**src/pes_pkg.sv**
```systemverilog
// Shared constants and types for the precise event sampler
package pes_pkg;
    // Data widths of the retirement stream and of a sample
    localparam int PES_IP_W = 32;
    localparam int PES_REG_N = 16;
    localparam int PES_REG_W = 32;
    localparam int PES_REGS_W = PES_REG_N * PES_REG_W;
    localparam int PES_LAT_W = 16;
    localparam int PES_SRC_W = 4;
    localparam int PES_CNT_W = 32;
    localparam int PES_THR_W = 8;
    // Sample buffer
    localparam int PES_BUF_DEPTH = 4;
    localparam int PES_PTR_W = 2;
    localparam logic [2:0] PES_BUF_FULL = 3'h4;
    // Values after reset
    localparam logic [PES_CNT_W-1:0] PES_CNT_RST = 32'h0;
    localparam logic [2:0] PES_OCC_RST = 3'h0;
    localparam logic [PES_PTR_W-1:0] PES_PTR_RST = 2'h0;

    // Event that the precise counter watches
    typedef enum logic [2:0] {
        PES_EV_LOADS,
        PES_EV_STORES,
        PES_EV_INSTS,
        PES_EV_BRANCHES,
        PES_EV_LOAD_LAT,
        PES_EV_RET_STALL
    } pes_event_e;
endpackage : pes_pkg

```
**src/pes_sampler.sv**
```systemverilog
// Precise event sampler: arm on overflow, capture at retirement, buffer samples
// What this block does
// - Precise counter overflow arms, not captures
// - Next armed event records sample, signals done
// - Sample holds IP and register state
// - Stored IP is the following instruction
// - Buffer samples; interrupt only when full
// - Events detected at retirement, except retirement stall (no ret_valid needed)
// - Memory and execution event classes
// - Load latency samples store latency, source
// - Any-port stall counts whole core
// - Port 0,1,5 stall counted per thread
// - Retirement stall per thread, captures IP
// - Interrupt masking never delays capture
// - Edge counting needs nonzero threshold
`timescale 1ns/1ns
`default_nettype none
module pes_sampler (
    input wire logic clk_sys,                              // System clock, 25 MHz
    input wire logic rstn,                                 // Async reset, active low
    input wire logic clk_en,                               // Freezes state when low
    input wire logic cfg_precise,                          // Precise sampling on
    input wire pes_pkg::pes_event_e cfg_event,             // Selected event
    input wire logic cfg_thread,                           // Thread being sampled
    input wire logic [pes_pkg::PES_THR_W-1:0] cfg_thresh,  // Counter threshold
    input wire logic cfg_edge,                             // Edge option
    input wire logic cfg_invert,                           // Invert option
    input wire logic [pes_pkg::PES_LAT_W-1:0] cfg_lat_min, // Latency event floor
    input wire logic cfg_load,                             // Load counter preset
    input wire logic [pes_pkg::PES_CNT_W-1:0] cfg_preset,  // Counter preset
    input wire logic ret_valid,                            // Instruction retires
    input wire logic ret_thread,                           // Its thread
    input wire logic ret_is_load,                          // It holds a load
    input wire logic ret_is_store,                         // It holds a store
    input wire logic ret_is_branch,                        // It is a branch
    input wire logic [pes_pkg::PES_IP_W-1:0] ret_next_ip,  // IP after it
    input wire logic [pes_pkg::PES_REGS_W-1:0] ret_regs,   // Registers after it
    input wire logic [pes_pkg::PES_LAT_W-1:0] ret_lat,     // Load-to-use latency
    input wire logic [pes_pkg::PES_SRC_W-1:0] ret_src,     // Data source of load
    input wire logic [1:0] ret_active,                     // Uops retire, per thread
    input wire logic [1:0] disp_any,                       // Uop on any port, per thread
    input wire logic [1:0] disp_alu,                       // Uop on port 0,1,5, per thread
    input wire logic smp_rd_req,                           // Pop one sample
    output logic smp_valid,                                // Sample words valid, pulse
    output logic [pes_pkg::PES_IP_W-1:0] smp_ip,           // Sample IP
    output logic [pes_pkg::PES_REGS_W-1:0] smp_regs,       // Sample registers
    output logic [pes_pkg::PES_LAT_W-1:0] smp_lat,         // Sample latency
    output logic [pes_pkg::PES_SRC_W-1:0] smp_src,         // Sample data source
    output logic [2:0] smp_count,                          // Samples held
    output logic sample_done,                              // Capture done, pulse
    output logic monitor_overflow_interrupt,               // Buffer full
    output logic armed,                                    // Capture armed
    output logic [pes_pkg::PES_CNT_W-1:0] ev_value,        // Precise counter value
    output logic [pes_pkg::PES_CNT_W-1:0] core_stall_count,  // Core any-port stalls
    output logic [pes_pkg::PES_CNT_W-1:0] thread_alu_port_stall_count0, // Thread 0
    output logic [pes_pkg::PES_CNT_W-1:0] thread_alu_port_stall_count1, // Thread 1
    output logic [pes_pkg::PES_CNT_W-1:0] ret_stall_count0, // Thread 0 retire stalls
    output logic [pes_pkg::PES_CNT_W-1:0] ret_stall_count1  // Thread 1 retire stalls
);
    import pes_pkg::*;

    ////////////////////////////////////////////////////////////////////////////////
    // Declarations
    logic armed_ff;
    logic done_ff;
    logic intr_ff;
    logic rd_valid_ff;
    logic [2:0] occ_ff;
    logic [PES_PTR_W-1:0] wr_ptr_ff;
    logic [PES_PTR_W-1:0] rd_ptr_ff;
    logic [PES_IP_W-1:0] buf_ip [PES_BUF_DEPTH];
    logic [PES_REGS_W-1:0] buf_regs [PES_BUF_DEPTH];
    logic [PES_LAT_W-1:0] buf_lat [PES_BUF_DEPTH];
    logic [PES_SRC_W-1:0] buf_src [PES_BUF_DEPTH];
    logic [PES_IP_W-1:0] out_ip_ff;
    logic [PES_REGS_W-1:0] out_regs_ff;
    logic [PES_LAT_W-1:0] out_lat_ff;
    logic [PES_SRC_W-1:0] out_src_ff;
    logic [PES_CNT_W-1:0] core_stall_ff;
    logic [PES_CNT_W-1:0] alu_stall_ff [2];
    logic [PES_CNT_W-1:0] ret_stall_ff [2];
    wire own_ret;
    wire ev_hit;
    wire ctr_ovf;
    wire capture;
    wire pop;
    wire buf_full;
    wire buf_empty;
    wire nxt_armed;
    wire [2:0] nxt_occ;

    // Saturation-free increment used by every stall counter
    function automatic logic [PES_CNT_W-1:0] bump(input logic [PES_CNT_W-1:0] v,
                                                  input logic hit);
        bump = hit ? v + 32'h1 : v;
    endfunction : bump

    ////////////////////////////////////////////////////////////////////////////////
    // Event selection, all taken from the retirement stream
    // retirement-only event sources
    assign own_ret = ret_valid & (ret_thread == cfg_thread);
    assign ev_hit = (cfg_event == PES_EV_LOADS) ? own_ret & ret_is_load :
                    (cfg_event == PES_EV_STORES) ? own_ret & ret_is_store :
                    (cfg_event == PES_EV_INSTS) ? own_ret :
                    (cfg_event == PES_EV_BRANCHES) ? own_ret & ret_is_branch :
                    (cfg_event == PES_EV_LOAD_LAT) ?
                        own_ret & ret_is_load & (ret_lat >= cfg_lat_min) :
                    (cfg_event == PES_EV_RET_STALL) ? ~ret_active[cfg_thread] :
                    1'b0;

    // Precise general counter
    pes_counter u_ctr (
        .clk_sys(clk_sys),
        .rstn(rstn),
        .clk_en(clk_en),
        .ev_count({2'h0, ev_hit}),
        .thresh(cfg_thresh),
        .edge_en(cfg_edge),
        .invert(cfg_invert),
        .load(cfg_load),
        .preset(cfg_preset),
        .value(ev_value),
        .ovf(ctr_ovf)
    );

    ////////////////////////////////////////////////////////////////////////////////
    // Arming and capture decisions
    assign buf_full = (occ_ff == PES_BUF_FULL);
    assign buf_empty = (occ_ff == PES_OCC_RST);
    assign capture = armed_ff & ev_hit & cfg_precise & ~buf_full;
    assign pop = smp_rd_req & ~buf_empty;
    assign nxt_armed = (armed_ff & ~capture) | (ctr_ovf & cfg_precise);
    assign nxt_occ = occ_ff + {2'h0, capture} - {2'h0, pop};

    always_ff @(posedge clk_sys or negedge rstn) begin
        if (!rstn) begin
            armed_ff <= 1'b0;
            done_ff <= 1'b0;
        end else if (clk_en) begin
            armed_ff <= nxt_armed;
            done_ff <= capture;
        end
    end

    ////////////////////////////////////////////////////////////////////////////////
    // Sample buffer
    // IP and register state stored
    always_ff @(posedge clk_sys) begin
        if (clk_en && capture) begin
            buf_ip[wr_ptr_ff] <= ret_next_ip;
            buf_regs[wr_ptr_ff] <= ret_regs;
            buf_lat[wr_ptr_ff] <= ret_lat;
            buf_src[wr_ptr_ff] <= ret_src;
        end
    end

    always_ff @(posedge clk_sys or negedge rstn) begin
        if (!rstn) begin
            wr_ptr_ff <= PES_PTR_RST;
            rd_ptr_ff <= PES_PTR_RST;
            occ_ff <= PES_OCC_RST;
            intr_ff <= 1'b0;
        end else if (clk_en) begin
            wr_ptr_ff <= wr_ptr_ff + PES_PTR_W'(capture);
            rd_ptr_ff <= rd_ptr_ff + PES_PTR_W'(pop);
            occ_ff <= nxt_occ;
            intr_ff <= (nxt_occ == PES_BUF_FULL);
        end
    end

    // Read-out registers
    always_ff @(posedge clk_sys or negedge rstn) begin
        if (!rstn) begin
            rd_valid_ff <= 1'b0;
            out_ip_ff <= '0;
            out_regs_ff <= '0;
            out_lat_ff <= '0;
            out_src_ff <= '0;
        end else if (clk_en) begin
            rd_valid_ff <= pop;
            if (pop) begin
                out_ip_ff <= buf_ip[rd_ptr_ff];
                out_regs_ff <= buf_regs[rd_ptr_ff];
                out_lat_ff <= buf_lat[rd_ptr_ff];
                out_src_ff <= buf_src[rd_ptr_ff];
            end
        end
    end

    ////////////////////////////////////////////////////////////////////////////////
    // Stall-cycle counters
    // core-wide any-port stalls, per-thread ALU-port and retirement stalls
    always_ff @(posedge clk_sys or negedge rstn) begin
        if (!rstn) begin
            core_stall_ff <= PES_CNT_RST;
            alu_stall_ff[0] <= PES_CNT_RST;
            alu_stall_ff[1] <= PES_CNT_RST;
            ret_stall_ff[0] <= PES_CNT_RST;
            ret_stall_ff[1] <= PES_CNT_RST;
        end else if (clk_en) begin
            core_stall_ff <= bump(core_stall_ff, disp_any == 2'h0);
            alu_stall_ff[0] <= bump(alu_stall_ff[0], ~disp_alu[0]);
            alu_stall_ff[1] <= bump(alu_stall_ff[1], ~disp_alu[1]);
            ret_stall_ff[0] <= bump(ret_stall_ff[0], ~ret_active[0]);
            ret_stall_ff[1] <= bump(ret_stall_ff[1], ~ret_active[1]);
        end
    end

    // Output wiring, all from flip-flops
    assign smp_valid = rd_valid_ff;
    assign smp_ip = out_ip_ff;
    assign smp_regs = out_regs_ff;
    assign smp_lat = out_lat_ff;
    assign smp_src = out_src_ff;
    assign smp_count = occ_ff;
    assign sample_done = done_ff;
    assign monitor_overflow_interrupt = intr_ff;
    assign armed = armed_ff;
    assign core_stall_count = core_stall_ff;
    assign thread_alu_port_stall_count0 = alu_stall_ff[0];
    assign thread_alu_port_stall_count1 = alu_stall_ff[1];
    assign ret_stall_count0 = ret_stall_ff[0];
    assign ret_stall_count1 = ret_stall_ff[1];
endmodule : pes_sampler
`default_nettype wire

```
**src/pes_counter.sv**
```systemverilog
// General performance counter with threshold, invert and edge options
`timescale 1ns/1ns
`default_nettype none
module pes_counter (
    input wire logic clk_sys,                            // System clock
    input wire logic rstn,                               // Async reset, active low
    input wire logic clk_en,                             // Freezes state when low
    input wire logic [2:0] ev_count,                     // Event count this cycle
    input wire logic [pes_pkg::PES_THR_W-1:0] thresh,    // Threshold, zero is off
    input wire logic edge_en,                            // Count rising edges only
    input wire logic invert,                             // Invert threshold compare
    input wire logic load,                               // Load the preset value
    input wire logic [pes_pkg::PES_CNT_W-1:0] preset,    // Start value
    output logic [pes_pkg::PES_CNT_W-1:0] value,         // Current count
    output logic ovf                                     // One-cycle wrap pulse
);
    import pes_pkg::*;

    logic [PES_CNT_W-1:0] cnt_ff;
    logic prev_ff;
    logic ovf_ff;
    wire thr_on;
    wire cmp_hit;
    wire lvl;
    wire inc_one;
    wire [PES_CNT_W:0] add;
    wire [PES_CNT_W:0] sum;

    // Threshold compare and edge detect
    assign thr_on = (thresh != '0);
    assign cmp_hit = (({5'h0, ev_count}) >= thresh) ^ invert;
    assign lvl = thr_on & cmp_hit;
    assign inc_one = edge_en ? (lvl & ~prev_ff) : lvl;
    assign add = thr_on ? {{PES_CNT_W{1'b0}}, inc_one} : {30'h0, ev_count};
    assign sum = {1'b0, cnt_ff} + add;

    // Count register and wrap pulse
    always_ff @(posedge clk_sys or negedge rstn) begin
        if (!rstn) begin
            cnt_ff <= PES_CNT_RST;
            prev_ff <= 1'b0;
            ovf_ff <= 1'b0;
        end else if (clk_en) begin
            cnt_ff <= load ? preset : sum[PES_CNT_W-1:0];
            prev_ff <= lvl;
            ovf_ff <= ~load & sum[PES_CNT_W];
        end
    end

    assign value = cnt_ff;
    assign ovf = ovf_ff;
endmodule : pes_counter
`default_nettype wire

```
**config.mk**
```make
export PLATFORM = sky130hd
export DESIGN_NAME = pes_sampler
export DESIGN_NICKNAME = d
export VERILOG_FILES = /design/src/pes_pkg.sv /design/src/pes_sampler.sv /design/src/pes_counter.sv
export SDC_FILE = /design/constraint.sdc
export NUM_CORES = 2
export LEC_CHECK = 0
export ABC_AREA = 1
export BUFFER_PORTS_ARGS = -buffer_cell sky130_fd_sc_hd__buf_2
export CAP_MARGIN = 20
export CORE_MARGIN = 2
export CORE_UTILIZATION = 35
export CTS_CLUSTER_DIAMETER = 120
export CTS_CLUSTER_SIZE = 12
export DETAILED_ROUTE_END_ITERATION = 16
export GPL_TIMING_DRIVEN = 0
export PLACE_DENSITY = 0.57
export SLEW_MARGIN = 20
export SYNTH_ARGS = -nofsm -noshare
export SYNTH_HDL_FRONTEND = slang
export SYNTH_SLANG_ARGS = --single-unit
export TNS_END_PERCENT = 5
```
**constraint.sdc**
```tcl
create_clock -name clk_sys -period 59.5 [get_ports clk_sys]
set_input_delay 11.9 -clock clk_sys [delete_from_list [all_inputs] [get_ports clk_sys]]
set_output_delay 11.9 -clock clk_sys [all_outputs]
set_load 0.005 [all_outputs]
```
==> impl_metrics.py <==
metrics = {
    "status": {
        "status": "finished clean",
    },
    "floorplanning": {
        "die_area_um2": 334000,
        "die-height_um": 578,
        "rows": 210,
        "ios": 1406,
        "coreArea_um2": 328000,
        "initial_utilization": 0.352,
        "die_x_um": 578,
    },
    "worst_setup_path": {
        "r2r_slack_ns": 54.85,
        "worstPathMaxFanout": 5,
        "cpMostUsedCell": "nand2_1",
        "crit_required_ns": 60.29,
        "critical_path_arrival_ns": 17.62,
        "slowest_stage": "o21ai_0",
        "r2r_end": "smp_regs[232]",
        "startpoint_type": "input pin",
        "crit_path_max_incr_delay_ns": 0.77,
        "crit_type": "input pin to register",
        "r2r-start": "rd_ptr_ff[0]",
        "end_kind": "register",
        "rr_worst_depth": 8,
    },
    "global_route": {
        "grt_pass1_wl_um": 574000,
        "grt_max_degree": 129,
        "antenna_found_initial": 281,
        "track_usage": 0.236,
        "grt_overflow": 0,
        "grt_pass1_vias": 79098,
    },
    "timing": {
        "hold_viol": 0,
        "fin_setup_tns_ns": 0,
        "fmax_mhz": 59.4,
        "skew_ns": 0.0570,
        "tightest_slew_ns": 1.24,
        "min_period_ns": 16.83,
        "rsz0062_at_grt": "false",
        "slew_headroom": 0.174,
        "setup_viol": 0,
        "drv_slew": 0,
        "min_period_over_period": 0.283,
    },
    "place": {
        "placedInstanceArea_um2": 131000,
        "numPortBuffers": 1404,
        "dp_cells": 14979,
        "dp_hpwl_um": 297000,
        "place_congestion": 0.886,
    },
    "cells_and_area": {
        "layout_common_cells": "2256 x edfxtp_1, 1927 x nand2_1, 1794 x nor2_1",
        "final_core_util": 0.428,
        "n_fill_cell": 30141,
        "final_cells": 15658,
        "layout_commonest_cell": "edfxtp_1",
        "drive_above_1_share": 0.180,
        "fin_nets": 11598,
        "final_area_um2": 140000,
        "syn2layout_area_growth_pct": 21.5,
    },
    "yosys": {
        "synthArstFlopShare": 0.254,
        "yosysWarnings": 0,
        "synth.distinct_cells": 59,
        "postSynthCellCount": 9085,
        "synth.avg_cell_area_um2": 12.7,
        "synth_area_um2": 115000,
        "synth_nets": 9757,
        "synth-edff-count": 2256,
        "ys_ff_latch": 3025,
        "seq_area_frac_synth": 0.754,
        "synthFlopType": "edfxtp_1",
    },
    "routing": {
        "firstDrtPassIters": 7,
        "route.vias.total": 81305,
        "drt_wl_total_um": 410000,
        "drc": 0,
        "postRouteAntennaNets": 0,
        "drt_iter0_markers": 7122,
        "avgRoutedWirePerCell_um": 26.2,
        "viasPerCell": 5.19,
    },
    "cts": {
        "clockBufferDepth": 4,
        "cts_sinks": 3025,
        "tritoncts": "yes",
        "clk_latency_ns": 0.91,
        "post_cts_buffers": 0,
        "cts_htree_levels": 5,
        "cts-root-buf": "clkbuf_16",
        "cts_resized": 0,
        "cts_hold_buf": 0,
        "path_clk_slew_ns": 0.07,
        "cts_made_buffers": 291,
    },
    "power_and_ir_drop": {
        "power_density_nw_per_um2": 43.9,
        "max-vdd-ir-drop_v": 0.0000295,
        "power.leakage_nw": 54.6,
    },
    "worst_hold_path": {
        "hold-path-endpoint": "thread_alu_port_stall_count1[31]",
        "hp-start": "thread_alu_port_stall_count1[31]",
        "min_path_type": "register to register",
        "whs_path_depth": 1,
    },
    "flow_run": {
        "maxCapViolCount": 0,
    },
}
==> through the flow <==
| stage | setup WS [ns] | hold slack (ns) | power, mW |
|---|---|---|---|
| final | 42.67 | 0.465 | 6.15 |
| after global routing | 42.40 | 0.478 | 6.44 |
| after CTS | 42.87 | 0.469 | 6.20 |
| after detailed placement | 41.89 | 0.459 | 4.45 |
| after global placement | -3.07 | 0.453 | 4.42 |
| after floorplan | 21.56 | 0.447 | 3.50 |
==> metal layers <==
metal,track usage,vias up,routed length (µm),part of all wire
met2,0.384,3406,195000,0.48
met1,0.275,40831,150000,0.37
met5,0,-,989,0.0024
met3,0.0792,966,41400,0.10
met4,0.128,150,22800,0.056
li1,-,35952,-,-
==> sequential cells by signal, indices dropped and copies added, names as in the netlist <==
| name | cells |
|---|---|
| buf_regs | 2048 |
| sample_done | 1 |
| u_ctr.ovf | 1 |
| smp_count | 3 |
| monitor_overflow_interrupt | 1 |
| wr_ptr_ff | 2 |
| smp_valid | 1 |
| buf_lat | 64 |
| smp_ip | 32 |
| smp_lat | 16 |
| u_ctr.value | 32 |
| thread_alu_port_stall_count0 | 32 |
| ret_stall_count0 | 32 |
| smp_regs | 512 |
| u_ctr.prev_ff | 1 |
| buf_ip | 128 |
| thread_alu_port_stall_count1 | 32 |
| smp_src | 4 |
| armed | 1 |
| core_stall_count | 32 |
| buf_src | 16 |
| rd_ptr_ff | 2 |
| ret_stall_count1 | 32 |
==> synthesized netlist by cell type, types with 22 or more instances <==
master,number,area [µm²]
inv_1,160,601
xor2_1,114,998
xnor2_1,61,534
nor2_1,1798,6750
buf_2,31,155
dfrtp_1,769,19200
o32ai_1,564,4940
nand3_1,46,230
nand4_1,27,169
edfxtp_1,2256,67700
clkbuf_1,465,1750
nand2_1,1928,7240
nor3_1,42,210
o21ai_0,609,3050
ha_1,28,350
a21oi_1,22,110
==> worst max-delay path: cells and delay by family <==
family,cells,cell delay [ns]
adders and majority gates,4,0.99
AOI/OAI and AO/OA,9,2.08
buffers and inverters,4,0.41
and+or+nand+nor,16,2.22
==> layout make-up <==
| type | instances | area (µm²) | area share |
|---|---|---|---|
| diodes | 160 | 400 | 0.00285 |
| plain buffers | 517 | 2020 | 0.0144 |
| clock buffers | 498 | 8200 | 0.0584 |
| clock inverters | 21 | 324 | 0.00231 |
| inverters | 167 | 633 | 0.00451 |
| multi-input cells | 5376 | 25900 | 0.184 |
| flip-flops and latches | 3025 | 87000 | 0.620 |
| well taps | 4346 | 5440 | 0.0388 |
| repair buffers | 1548 | 10400 | 0.0740 |
==> logic make-up (layout without fill, tap and decap cells) <==
family / Yosys count / count (layout) / synth area share
other: 0 / 160 / 0
flip-flops: 3025 / 3025 / 0.754
AND/OR/NAND/NOR: 3935 / 3935 / 0.134
XOR/XNOR: 175 / 175 / 0.0133
AO/OA/AOI/OAI: 1235 / 1235 / 0.0727
buffers and inverters: 684 / 2751 / 0.0227
adder cells (fa/ha/maj): 29 / 29 / 0.00321
multiplexers: 2 / 2 / 0.000195
==> worst max path at each step <==
stage	cells after the start	endpoint	startpoint	slack, ns
after global placement	14	buf_regs[3][296]	ret_lat[11]	-3.07
after global routing	33	u_ctr.value[30]	ret_lat[11]	42.40
after detailed placement	33	u_ctr.value[30]	ret_lat[11]	41.89
final	33	u_ctr.value[30]	ret_lat[11]	42.67
after CTS	33	u_ctr.value[30]	ret_lat[11]	42.87
after floorplan	18	buf_ip[0][0]	cfg_lat_min[3]	21.56
==> power by group <==
group	internal [mW]	switching, mW
clock	0.944	0.796
combinational	0.544	1.27
sequential	2.46	0.137
Note: power is estimated with default switching activity, not from simulation.
